===== config.mk =====
export PLATFORM = sky130hd
export DESIGN_NAME = input_select_and_stb_diag
export DESIGN_NICKNAME = d
export VERILOG_FILES = /design/src/input_select_pkg.sv /design/src/input_select_and_stb_diag.sv
export SDC_FILE = /design/constraint.sdc
export NUM_CORES = 1
export LEC_CHECK = 0
export ABC_AREA = 1
export BUFFER_PORTS_ARGS = -buffer_cell sky130_fd_sc_hd__buf_2
export CAP_MARGIN = 20
export CORE_AREA = 5 5 77 79
export CTS_CLUSTER_SIZE = 8
export DETAILED_ROUTE_END_ITERATION = 8
export DIE_AREA = 0 0 82 84
export SETUP_SLACK_MARGIN = 0.2
export SYNTH_ARGS = -nofsm -noshare
export SYNTH_HDL_FRONTEND = slang
export SYNTH_SLANG_ARGS = --single-unit

===== constraint.sdc =====
create_clock -name clk_sys -period 1.1 [get_ports clk_sys]
set_input_delay 0.11 -clock clk_sys [delete_from_list [all_inputs] [get_ports clk_sys]]
set_output_delay 0.11 -clock clk_sys [all_outputs]
set_load 0.02 [all_outputs]

===== src/input_select_pkg.sv =====
// Package: register map, field positions, reset values and format codes
package input_select_pkg;

    // ****************************************************************
    // Register offsets
    // ****************************************************************
    localparam logic [7:0] ADDR_INPUT_FORMAT = 8'h00;
    localparam logic [7:0] ADDR_SENSE_A = 8'h5d;
    localparam logic [7:0] ADDR_SENSE_B = 8'h5e;
    localparam logic [7:0] ADDR_SENSE_STATUS = 8'h5f;
    localparam logic [7:0] ADDR_SENSE_ENABLE = 8'h60;

    // ****************************************************************
    // Field positions
    // ****************************************************************
    localparam int FMT_LSB = 0;
    localparam int FMT_W = 5;
    localparam int PWRDN_BIT = 6;
    localparam int THRESH_LSB = 2;
    localparam int THRESH_W = 3;

    // ****************************************************************
    // Reset values
    // ****************************************************************
    localparam logic [4:0] FMT_RESET = 5'h00;
    localparam logic [2:0] THRESH_RESET = 3'h3;
    localparam logic PWRDN_RESET = 1'b1;

    // Processing formats of the video processor core
    typedef enum logic [2:0] {
        FMT_NONE = 3'b000,
        FMT_COMPOSITE = 3'b001,
        FMT_DIFF_COMPOSITE = 3'b010,
        FMT_SVIDEO = 3'b011,
        FMT_COMPONENT = 3'b100
    } video_format_e;

    // Input format select codes
    localparam logic [4:0] SEL_CVBS1 = 5'h00;
    localparam logic [4:0] SEL_CVBS2 = 5'h01;
    localparam logic [4:0] SEL_CVBS3 = 5'h02;
    localparam logic [4:0] SEL_CVBS4 = 5'h03;
    localparam logic [4:0] SEL_CVBS5 = 5'h06;
    localparam logic [4:0] SEL_CVBS6 = 5'h07;
    localparam logic [4:0] SEL_YC12 = 5'h08;
    localparam logic [4:0] SEL_YC34 = 5'h09;
    localparam logic [4:0] SEL_YC56 = 5'h0b;
    localparam logic [4:0] SEL_YPBPR = 5'h0c;
    localparam logic [4:0] SEL_DIFF12 = 5'h0e;
    localparam logic [4:0] SEL_DIFF34 = 5'h0f;
    localparam logic [4:0] SEL_DIFF56 = 5'h11;

endpackage


===== src/input_select_and_stb_diag.sv =====
// Input format routing and short-to-battery sense logic
`timescale 1ns/1ps
`default_nettype none

module input_select_and_stb_diag #(
    parameter int SIX_INPUTS = 0 // 1 selects the six-input variant
) (
    input wire logic clk_sys, // System clock, 40 MHz
    input wire logic rst, // Synchronous reset, active high
    input wire logic clk_en, // Clock enable, freezes state when low
    input wire logic reg_wr, // Register write strobe
    input wire logic reg_rd, // Register read strobe
    input wire logic [7:0] reg_addr, // Register address
    input wire logic [7:0] reg_wdata, // Register write data
    output logic [7:0] reg_rdata, // Register read data
    output logic reg_rvalid, // Read data valid pulse
    input wire logic sense_a_above, // Comparator A, asynchronous
    input wire logic sense_b_above, // Comparator B, asynchronous
    output logic [5:0] analog_input_power, // Per-input power, 1 = on
    output logic [2:0] video_processor_core, // Processing format
    output logic [2:0] luma_input, // Luma or composite input index
    output logic [2:0] chroma_input, // Chroma or negative input index
    output logic [2:0] aux_input, // Third component input index
    output logic sense_a_power_down, // Comparator A power-down
    output logic sense_b_power_down, // Comparator B power-down
    output logic [2:0] sense_a_threshold, // Comparator A threshold code
    output logic [2:0] sense_b_threshold, // Comparator B threshold code
    output logic interrupt_request_n // Interrupt, active low
);
    import input_select_pkg::*;

    // ****************************************************************
    // Registers
    // ****************************************************************
    logic [FMT_W-1:0] input_format_select;
    logic [1:0] sense_enable;
    logic [1:0] battery_short;
    logic [1:0] sync_1;
    logic [1:0] sync_2;
    logic [5:0] next_power;
    video_format_e next_format;
    logic [2:0] next_luma;
    logic [2:0] next_chroma;
    logic [2:0] next_aux;
    logic [1:0] trip;
    logic [1:0] clear_req;

    // Only the low five bits are stored; the rest read as zero
    // selector register write
    always_ff @(posedge clk_sys) begin
        if (rst) begin
            input_format_select <= FMT_RESET;
        end else if (clk_en && reg_wr && reg_addr == ADDR_INPUT_FORMAT) begin
            input_format_select <= reg_wdata[FMT_LSB +: FMT_W];
        end
    end

    always_ff @(posedge clk_sys) begin
        if (rst) begin
            sense_a_power_down <= PWRDN_RESET;
            sense_b_power_down <= PWRDN_RESET;
            sense_a_threshold <= THRESH_RESET;
            sense_b_threshold <= THRESH_RESET;
        end else if (clk_en && reg_wr) begin
            if (reg_addr == ADDR_SENSE_A) begin
                sense_a_power_down <= reg_wdata[PWRDN_BIT];
                sense_a_threshold <= reg_wdata[THRESH_LSB +: THRESH_W];
            end else if (reg_addr == ADDR_SENSE_B) begin
                sense_b_power_down <= reg_wdata[PWRDN_BIT];
                sense_b_threshold <= reg_wdata[THRESH_LSB +: THRESH_W];
            end
        end
    end

    // Software must set these bits before any trip is recorded
    // diagnostic enable, off after reset
    always_ff @(posedge clk_sys) begin
        if (rst) begin
            sense_enable <= 2'h0;
        end else if (clk_en && reg_wr && reg_addr == ADDR_SENSE_ENABLE) begin
            sense_enable <= reg_wdata[1:0];
        end
    end

    // ****************************************************************
    // Format decode
    // ****************************************************************
    // fixed routing per code
    always_comb begin
        next_power = 6'h00;
        next_format = FMT_NONE;
        next_luma = 3'h0;
        next_chroma = 3'h0;
        next_aux = 3'h0;
        case (input_format_select)
            // composite on one input each: 1 to 6, or 1 to 4 in the four-input variant
            SEL_CVBS1: begin
                next_format = FMT_COMPOSITE;
                next_luma = 3'h1;
            end
            SEL_CVBS2: begin
                next_format = FMT_COMPOSITE;
                next_luma = 3'h2;
            end
            SEL_CVBS3: begin
                if (SIX_INPUTS != 0) begin
                    next_format = FMT_COMPOSITE;
                    next_luma = 3'h3;
                end
            end
            SEL_CVBS4: begin
                if (SIX_INPUTS != 0) begin
                    next_format = FMT_COMPOSITE;
                    next_luma = 3'h4;
                end
            end
            SEL_CVBS5: begin
                next_format = FMT_COMPOSITE;
                next_luma = (SIX_INPUTS != 0) ? 3'h5 : 3'h3;
            end
            SEL_CVBS6: begin
                next_format = FMT_COMPOSITE;
                next_luma = (SIX_INPUTS != 0) ? 3'h6 : 3'h4;
            end
            SEL_YC12: begin
                next_format = FMT_SVIDEO;
                next_luma = 3'h1;
                next_chroma = 3'h2;
            end
            SEL_YC34: begin
                if (SIX_INPUTS != 0) begin
                    next_format = FMT_SVIDEO;
                    next_luma = 3'h3;
                    next_chroma = 3'h4;
                end
            end
            SEL_YC56: begin
                next_format = FMT_SVIDEO;
                next_luma = (SIX_INPUTS != 0) ? 3'h5 : 3'h3;
                next_chroma = (SIX_INPUTS != 0) ? 3'h6 : 3'h4;
            end
            SEL_YPBPR: begin
                if (SIX_INPUTS != 0) begin
                    next_format = FMT_COMPONENT;
                    next_luma = 3'h1;
                    next_chroma = 3'h2;
                    next_aux = 3'h3;
                end
            end
            SEL_DIFF12: begin
                next_format = FMT_DIFF_COMPOSITE;
                next_luma = 3'h1;
                next_chroma = 3'h2;
            end
            SEL_DIFF34: begin
                if (SIX_INPUTS != 0) begin
                    next_format = FMT_DIFF_COMPOSITE;
                    next_luma = 3'h3;
                    next_chroma = 3'h4;
                end
            end
            SEL_DIFF56: begin
                next_format = FMT_DIFF_COMPOSITE;
                next_luma = (SIX_INPUTS != 0) ? 3'h5 : 3'h3;
                next_chroma = (SIX_INPUTS != 0) ? 3'h6 : 3'h4;
            end
            default: begin
                next_format = FMT_NONE;
            end
        endcase
        // Power only the inputs in use
        // Index zero marks an unused slot, so it powers nothing
        for (int i = 1; i <= 6; i++) begin
            if (next_luma == 3'(i) || next_chroma == 3'(i) || next_aux == 3'(i)) begin
                next_power[i-1] = 1'b1;
            end
        end
    end

    // Routing follows the selector one clock later
    // registered routing and core format
    always_ff @(posedge clk_sys) begin
        if (rst) begin
            analog_input_power <= 6'h00;
            video_processor_core <= FMT_NONE;
            luma_input <= 3'h0;
            chroma_input <= 3'h0;
            aux_input <= 3'h0;
        end else if (clk_en) begin
            analog_input_power <= next_power;
            video_processor_core <= next_format;
            luma_input <= next_luma;
            chroma_input <= next_chroma;
            aux_input <= next_aux;
        end
    end

    // ****************************************************************
    // Sense channels
    // ****************************************************************
    // Two-stage synchroniser for comparator outputs
    // Comparator levels arrive unclocked; two flops tame metastability
    always_ff @(posedge clk_sys) begin
        if (rst) begin
            sync_1 <= 2'h0;
            sync_2 <= 2'h0;
        end else if (clk_en) begin
            sync_1 <= {sense_b_above, sense_a_above};
            sync_2 <= sync_1;
        end
    end

    // trip only when powered and enabled
    assign trip = sync_2 & sense_enable & ~{sense_b_power_down, sense_a_power_down};
    // Write-one-to-clear request for the sticky status bits
    assign clear_req = (reg_wr && reg_addr == ADDR_SENSE_STATUS) ? reg_wdata[1:0] : 2'h0;

    // Each channel keeps its own bit, so both can show at once
    // independent sticky indications per channel
    generate
        for (genvar ch = 0; ch < 2; ch++) begin : g_sense
            always_ff @(posedge clk_sys) begin
                if (rst) begin
                    battery_short[ch] <= 1'b0;
                end else if (clk_en) begin
                    if (trip[ch]) begin
                        battery_short[ch] <= 1'b1;
                    end else if (clear_req[ch]) begin
                        battery_short[ch] <= 1'b0;
                    end
                end
            end
        end
    endgenerate

    // Registered so the pin comes straight from a flop
    // interrupt while any enabled indication set
    always_ff @(posedge clk_sys) begin
        if (rst) begin
            interrupt_request_n <= 1'b1;
        end else if (clk_en) begin
            interrupt_request_n <= ~|(battery_short & sense_enable);
        end
    end

    // ****************************************************************
    // Register readback
    // ****************************************************************
    // Read data idles at zero outside a read
    // status readback shows tripped channel
    always_ff @(posedge clk_sys) begin
        if (rst) begin
            reg_rdata <= 8'h00;
            reg_rvalid <= 1'b0;
        end else if (clk_en) begin
            reg_rvalid <= reg_rd;
            if (!reg_rd) begin
                reg_rdata <= 8'h00;
            end else if (reg_addr == ADDR_INPUT_FORMAT) begin
                reg_rdata <= {3'h0, input_format_select};
            end else if (reg_addr == ADDR_SENSE_A) begin
                reg_rdata <= {1'b0, sense_a_power_down, 1'b0, sense_a_threshold, 2'h0};
            end else if (reg_addr == ADDR_SENSE_B) begin
                reg_rdata <= {1'b0, sense_b_power_down, 1'b0, sense_b_threshold, 2'h0};
            end else if (reg_addr == ADDR_SENSE_STATUS) begin
                reg_rdata <= {6'h00, battery_short};
            end else if (reg_addr == ADDR_SENSE_ENABLE) begin
                reg_rdata <= {6'h00, sense_enable};
            end else begin
                reg_rdata <= 8'h00;
            end
        end
    end

endmodule

`default_nettype wire


; Word-level counts from Yosys, hierarchy flattened
; Cells that the tools add are included.
[totals]
in_bits = 23
reg_bits = 46
out_inout_bits = 36
wordCells = 92
[op_classes]
mux = 20
reduce_logical = 27
n_bitwise = 5
eq_ne = 23
[op_table]
columns = cell, n
row1 = "8-bit by 7-bit == test with 1-bit output, second input constant", 4
row2 = 7-bit two-way mux, 4
row3 = "3-bit == test, second input constant", 6
row4 = "5-bit by 4-bit == test with 1-bit output, second input constant", 3
row5 = "3-bit by 2-bit == test with 1-bit output, second input constant", 4
row6 = 3-bit one-hot mux with 4 select lines, 1
row7 = "5-bit by 3-bit == test with 1-bit output, second input constant", 2
row8 = 1-bit two-way mux, 10
row9 = 2-bit OR reduction, 5
row10 = 8-bit logical NOT, 1
row11 = 2-bit bitwise AND, 3
row12 = "3-bit by 1-bit == test with 1-bit output, second input constant", 2
row13 = 1-bit logical OR, 6
row14 = 2-bit two-way mux, 3
row15 = 2-bit one-hot mux with 3 select lines, 1
row16 = 3-bit one-hot mux with 2 select lines, 1
row17 = 2-bit AND reduction, 3
row18 = 3-bit OR reduction, 2
row19 = "5-bit by 1-bit == test with 1-bit output, second input constant", 1
row20 = "5-bit == test, second input constant", 1
row21 = 5-bit logical NOT, 1
row22 = 1-bit logical AND, 4
row23 = 2-bit nonzero test, 2
row24 = 4-bit OR reduction, 1
row25 = 4 further kinds, 4

; Logic depth before layout (Yosys ltp)
; Gate-level depths: netlist of the first run.
[logic_depth]
ltp_word = 7
depth_mapped = 8
mapped_depth_nobuf = 8

; Worst setup path before layout of the first run
; OpenSTA, ideal clock, no wires.
[synth_timing]
path_type = register to register
start = register input_format_select[1]
end = register analog_input_power[1]
path_buffers = 0
t_required_ns = 1.043
setup_time_ns = 0.057
synth_period_minus_slack_ns = 0.967
arrival_time_ns = 0.910
path_stages_with_launch = 9
setup_slack_ns = 0.133
path_cell_list = dfxtp_1 > inv_1 > nor3_2 > nand3_1 > nand2_1 > nand2_1 > nand3_1 > nand2_1 > inv_1
[synth_between]
elab_chain_cells = 6
elab_cells_between_ends = 18
cone_classes = eq/ne (9) / mux (3) / reduce/logical (6)
[synth_rtl]
columns = element, line_no
row1 = from (decl), input_select_and_stb_diag.sv:35  ; logic [FMT_W-1:0] input_format_select;
row2 = from (signal assigned), input_select_and_stb_diag.sv:54  ; input_format_select <= reg_wdata[FMT_LSB +: FMT_W];
row3 = 5-bit == test (tied with other cells), input_select_and_stb_diag.sv:95  ; case (input_format_select)
row4 = 3-bit OR reduction (no source line) or 2-bit OR reduction (tied branches), n/a
row5 = 3-bit one-hot mux with 4 select lines or 3-bit one-hot mux with 2 select lines (tied branches), input_select_and_stb_diag.sv:95
row6 = 3-bit by 2-bit == test with 1-bit output, input_select_and_stb_diag.sv:174  ; if (next_luma == 3'(i) || next_chroma == 3'(i) || next_aux == 3'(i)) begin
row7 = 1-bit logical OR *, input_select_and_stb_diag.sv:174
row8 = 1-bit two-way mux *, input_select_and_stb_diag.sv:174
row9 = to (signal assigned), input_select_and_stb_diag.sv:190  ; analog_input_power <= next_power;
row10 = to (decl), input_select_and_stb_diag.sv:19  ; output logic [5:0] analog_input_power,
; Mark *: on every way between the ends. The rest lies on a longest branch, timed or not.
; A chain may end at the register's enable or synchronous reset.

; Worst setup path in the final report of the first run
; Ends and elaborated chain as after synthesis.

==> out/metrics.yaml, run 1 <==
status:
  outcome: "completed"
worst_setup_path:
  crit_top_cell: "nand2_1"
  end_kind: "flop"
  crit_buf_inv: 2
  path_cells: "inv_2 > nor3_4 > nand3_2 > nand2_1 > nand2_2 > nand3_1 > nand2_1 > inv_1"
  r2r_slack_ns: 0.02
  crit_required_ns: 1.35
  reg2reg_depth: 8
  cp.arrival_ns: 1.33
  crit_cells: 8
  critPathKind: "flop to flop"
  startpoint_type: "flop"
  crit_path_max_incr_delay_ns: 0.38
  cpMaxStageDelayCell: "dfxtp_4"
  crit_fanout: 4
  path_delay_family: "simple AND/OR/NAND/NOR gates"
timing:
  finalHoldViolCount: 0
  finalMaxSlewViolations: 0
  setup_viol: 0
  fin_skew_ns: 0.00457
  rsz0062_at_grt: "true"
  fmax_ghz: 0.926
  fin_crit_sh_pct: 98.2
  tns_ns: 0
  min_period_ns: 1.08
routing:
  via_count: 1938
  drc: 0
  ant_nets: 0
  dr.pass1.iters: 4
  wire_per_inst_um: 12.4
  drt_wl_total_mm: 5.08
  vias_per_cell: 4.73
  drt_iter0_drc: 79
placement:
  port_buffers: 49
  place_inst: 392
  dpl_cell_area_mm2: 0.00232
  place.gp.congestion: 0.814
  hpwl_mm: 3.63
yosys:
  ys_seq_area_share_pct: 42.8
  ys_seq_elements: 42
  post-synth-top-area-cell: "dfxtp_1"
  yosys-top-cells-area: "dfxtp_1 43%, nand2_1 12%, nand3_1 7.9%"
  synth_cell_type_count: 26
  synth_cells: 272
  synth_area_mm2: 0.00196
  synth_top_area_share_pct: 42.8
  synth_warnings: 0
  avgSynthCellArea_um2: 7.22
floorplan:
  die_w_um: 82
  die_area_mm2: 0.00689
  start_util_pct: 37.3
  die_h_um: 84
  rows: 27
  core_area_mm2: 0.00527
  io_pins: 59
clocking:
  cts-htree-levels: 2
  clkTransAtPathRegs_ns: 0.08
  cts_buffers: 5
  clock_sinks: 42
  cts-root-buf: "clkbuf_8"
  max-clock-path-buffers: 2
  cts_tree: "done"
  clk_latency_ns: 0.30
hold_path:
  hold_depth: 3
  min_path_type: "primary input to flop"
layout:
  fillCellCount: 557
  final_layout_size_suffix_gt1_share_pct: 43.5
  fin_cells: 410
  area_growth_syn_to_layout_pct: 39.2
  finish.utilization_pct: 51.9
  finalInstanceArea_mm2: 0.00273
  diodes: 0
  nNetsFinal: 360
global_routing:
  grt_usage_pct: 14.5
  grt_max_degree: 21
  grt_pass1_vias: 1759
  antenna_found_initial: 0
  grt_pass1_wl_mm: 7.90
  grt.overflow.total: 0
power_and_ir_drop:
  powerDensity_mw_per_mm2: 1040
  peakVddDrop_uv: 706
  p_leak_uw: 0.00127
flow_run:
  maxCapViolations: 0
-- layout by cell type, fill, tap and decap left out, drive strengths merged --
cell / Yosys / layout
buf: 11 / 68
nand2: 67 / 67
dfxtp: 42 / 42
nand3: 33 / 33
a21oi: 31 / 31
nor2: 29 / 29
inv: 25 / 25
o21ai: 19 / 19
conb: 1 / 7
clkbuf: 5 / 6
nand4: 5 / 5
clkinv: 1 / 3
nor3: 1 / 1
o211ai: 1 / 1
a221o: 1 / 1
-- worst register-to-register path: stages (launching register included) --
cell and delay, ns:
dfxtp_4 0.38, inv_2 0.06, nor3_4 0.17, nand3_2 0.11
nand2_1 0.08, nand2_2 0.07, nand3_1 0.08, nand2_1 0.05
inv_1 0.05
-- where the power goes --
| group | total (uW) | internal [uW] | switching [uW] |
|---|---|---|---|
| combinational | 304 | 114 | 191 |
| clock | 988 | 448 | 540 |
| sequential | 1550 | 1540 | 14.8 |
-- synth_stat cells --
cell type	count
buf_6	1
nand2_2	3
clkbuf_1	5
a21oi_1	25
nand3_2	2
inv_1	19
nand3_1	31
nor2_4	3
nand2_4	1
nor2_8	1
dfxtp_1	42
inv_2	6
nand4_1	5
conb_1	1
o211ai_1	1
a221o_1	1
o21ai_0	12
nor3_2	1
nand2_1	63
nor2_2	1
buf_4	7
a21oi_2	6
nor2_1	24
o21ai_1	7
clkinv_1	1
buf_2	3
-- stage by stage --
step                total power, uW  worst slack (ns)  hold slack [ns]
finish                         2840            0.0197           0.0278
global route                   2970           -0.0590           0.0384
CTS                            2880            0.0430           0.0210
detailed placement             1880            0.0183            0.336
global placement               1880            0.0276            0.336
floorplan                      1780             0.157            0.223
-- per-layer routing --
layer	up-vias	wire length, um	track usage, %	share of wire [%]
li1	1007	-	-	-
met1	881	2430	20.5	48
met2	43	2340	21.6	46
met3	7	243	2.81	4.8
met4	0	69	4.98	1.4
met5	-	0	0	0
-- state kept, by name, indices dropped and copies added (netlist names) --
name / count
video_processor_core: 2
sync_2: 2
luma_input: 3
sync_1: 2
reg_rdata: 6
input_format_select: 5
analog_input_power: 6
battery_short: 2
sense_enable: 2
chroma_input: 2
sense_b_power_down: 1
interrupt_request_n: 1
sense_b_threshold: 3
sense_a_threshold: 3
reg_rvalid: 1
sense_a_power_down: 1
-- repair_timing --
item	in CTS	in global routing
endpoints found under the setup margin	39	40
buffers inserted	6	4
hold buffers	0	0
pin swaps	0	3
resized for setup	48	48
-- area by class of cell --
class | instances | area (um2) | share of cell area, %
Tap cell | 72 | 90.1 | 3.30
Sequential cell | 42 | 890 | 32.6
Inverter | 26 | 101 | 3.71
Timing Repair Buffer | 68 | 557 | 20.4
Multi-Input combinational cell | 194 | 1010 | 36.9
Clock buffer | 6 | 72.6 | 2.66
Clock inverter | 2 | 13.8 | 0.504
-- cells by family (layout without fill, tap and decap cells) --
family	Yosys count	after routing	synth area share (%)
DFF	42	42	42.8
AOI/OAI and AO/OA	52	52	14.8
buffers and inverters	42	102	9.94
and+or+nand+nor	135	135	32.3
other	1	7	0.191
-- path summary, 6_finish.rpt --
kind	startpoint	to
setup / recovery	input_format_select[1]	analog_input_power[1]
hold / removal	sense_a_above	sync_1[0]
setup reg to reg	input_format_select[1]	analog_input_power[1]
hold reg to reg	analog_input_power[4]	analog_input_power[4]
Power figures use the tool's default switching activity.
==> inputs of run 2 (changes only) <==
==> constraint.sdc (replaced) <==
create_clock -name clk_sys -period 1.1 [get_ports clk_sys]
set_input_delay 0.11 -clock clk_sys [delete_from_list [all_inputs] [get_ports clk_sys]]
set_output_delay 0.11 -clock clk_sys [all_outputs]
set_load 0.005 [all_outputs]
==> run 2 against run 1 <==
Net effect: final cell count shrank 2.0%; via count shrank 2.6%; flip-flop and latch count is the same; global-route usage shrank 0.24 points; hold slack gained 0.0031 ns; total power shrank 2.3%; routed wire length shrank 4.7%; fmax grew 0.27%; core utilization shrank 4.5 points; combinational power shrank 17%; critical endpoint unchanged; largest power group unchanged.
==> out/metrics.yaml, run 2 (synthesis gave the netlist of run 1 again) <==
layout:
  nNetsFinal: 352  # -2.2%
  finish.utilization_pct: 47.3  # -4.5 points
  fillCellCount: 565  # +1.4%
  most-common-layout-cells: "59 x nand2_1, 49 x buf_2, 28 x nand3_1"
  largestRegisters: "analog_input_power: 6 flops, reg_rdata: 6 flops, input_format_select: 5 flops"
  final_common_cell: "nand2_1"
  fin_cells: 402  # -2.0%
  final_layout_size_suffix_gt1_share_pct: 36.4  # -7.1 points
  area_growth_syn_to_layout_pct: 27.0
  diodes: 0  # unchanged
clocking:
  cts-root-buf: "clkbuf_8"
  clkTransAtPathRegs_ns: 0.08  # about the same
  cts_buffers: 5  # unchanged
  clk_latency_ns: 0.30  # about the same
  clock_sinks: 42  # unchanged
  cts-htree-levels: 2  # unchanged
  max-clock-path-buffers: 2  # unchanged
  cts_tree: "done"
  cts_hold_buf: 0  # unchanged
timing:
  rsz0062_at_grt: "true"
  fin_crit_sh_pct: 97.9  # -0.27 points
  fmax_ghz: 0.928  # +0.27%
  min_period_ns: 1.08  # -0.00292 ns
  tns_ns: 0  # unchanged
  finalHoldViolCount: 0  # unchanged
  fin_skew_ns: 0.00591  # +0.00134 ns
  finalMaxSlewViolations: 0  # unchanged
  setup_viol: 0  # unchanged
  worst_slack_ns: 0.0226  # +0.00292 ns
placement:
  hpwl_mm: 3.63  # unchanged
  port_buffers: 49  # unchanged
  place.gp.congestion: 0.814  # unchanged
  place_inst: 392  # unchanged
  dpl_worst_slack_ns: 0.0183  # unchanged
worst_setup_path:
  crit_fanout: 4  # unchanged
  crit_required_ns: 1.35  # about the same
  critPathKind: "flop to flop"
  startpoint_type: "flop"
  end_kind: "flop"
  cp.arrival_ns: 1.33  # about the same
routing:
  dr.pass1.iters: 4  # unchanged
  wire_per_inst_um: 12.0  # -2.8%
  ant_nets: 0  # unchanged
  drt_wl_total_mm: 4.84  # -4.7%
  drt_iter0_drc: 76  # -3.8%
  via_count: 1888  # -2.6%
  drc: 0  # unchanged
  vias_per_cell: 4.70  # -0.64%
hold_path:
  min_path_type: "primary input to flop"
power_and_ir_drop:
  p_int_uw: 2080  # -0.90%
  finalPower_uw: 2780  # -2.3%
  pwr-share-clk_pct: 35.3  # +0.6 points
  p_leak_uw: 0.00118  # -6.6%
  pwr-share-comb_pct: 9.0  # -1.7 points
  p_seq_share_pct: 55.7  # +1.1 points
  power.switching_uw: 700  # -6.1%
  peakVddDrop_uv: 733  # +3.8%
  power_switching_share_pct: 25.2  # -1.0 points
  powerDensity_mw_per_mm2: 1110  # +7.1%
floorplan:
  die_w_um: 82  # unchanged
  start_util_pct: 37.3  # unchanged
  die_area_mm2: 0.00689  # unchanged
  die_h_um: 84  # unchanged
  io_pins: 59  # unchanged
  core_area_mm2: 0.00527  # unchanged
  rows: 27  # unchanged
global_routing:
  grt_pass1_vias: 1723  # -2.0%
  grt_max_degree: 21  # unchanged
  grt.overflow.total: 0  # unchanged
  antenna_found_initial: 0  # unchanged
  grt_pass1_wl_mm: 7.76  # -1.7%
  grt_usage_pct: 14.2  # -0.24 points
flow_run:
  maxCapViolations: 0  # unchanged
status:
  outcome: "completed"
## run 2: routing by layer
metal	vias up	global-route usage, %	routed length (um)
li1	991	-	-
met1	848	20.4	2390
met2	42	20.9	2140
met3	7	2.81	243
met4	0	4.98	63
met5	-	0	0
## run 2: worst paths after layout
| check | from | depth (start not counted) | slack [ns] | endpoint |
|---|---|---|---|---|
| min | sense_a_above | 3 | 0.03 | sync_1[0] |
| min reg2reg | analog_input_power[4] | 2 | 0.44 | analog_input_power[4] |
| max reg2reg | input_format_select[1] | 8 | 0.02 | analog_input_power[1] |
| max | input_format_select[1] | 8 | 0.02 | analog_input_power[1] |
## run 2: area by class of cell
class	instances	area (um2)	area share [%]
inverters	26	101	4.06
clock buffers	6	72.6	2.91
multi-input cells	194	993	39.8
well taps	72	90.1	3.61
flip-flops and latches	42	870	34.9
repair buffers	60	353	14.1
clock inverters	2	13.8	0.552
## run 2: through the flow
stage | hold WS, ns | area, um2
floorplan | 0.223 | 1990
global placement | 0.336 | 2320
detailed placement | 0.336 | 2320
CTS | 0.0210 | 2440
global route | 0.0384 | 2490
finish | 0.0309 | 2490
## run 2: power by group through the flow
stage               clock, uW  sequential, uW  combinational, uW
floorplan                   0            1590                151
global placement            0            1590                248
detailed placement          0            1590                250
CTS                      1030            1560                252
global route             1080            1550                279
finish                    981            1550                251
## run 2: worst max-delay path: stages (launching register included)
cell and delay (ns):
dfxtp_4 0.38, inv_2 0.06, nor3_4 0.17, nand3_2 0.11, nand2_1 0.08, nand2_2 0.07, nand3_1 0.08, nand2_1 0.05
inv_1 0.05
## run 2: timing repair
item	in CTS	in global routing
pin swaps	0	2
buffers inserted	1	1
resized for setup	12	17
endpoints found under the setup margin	17	20
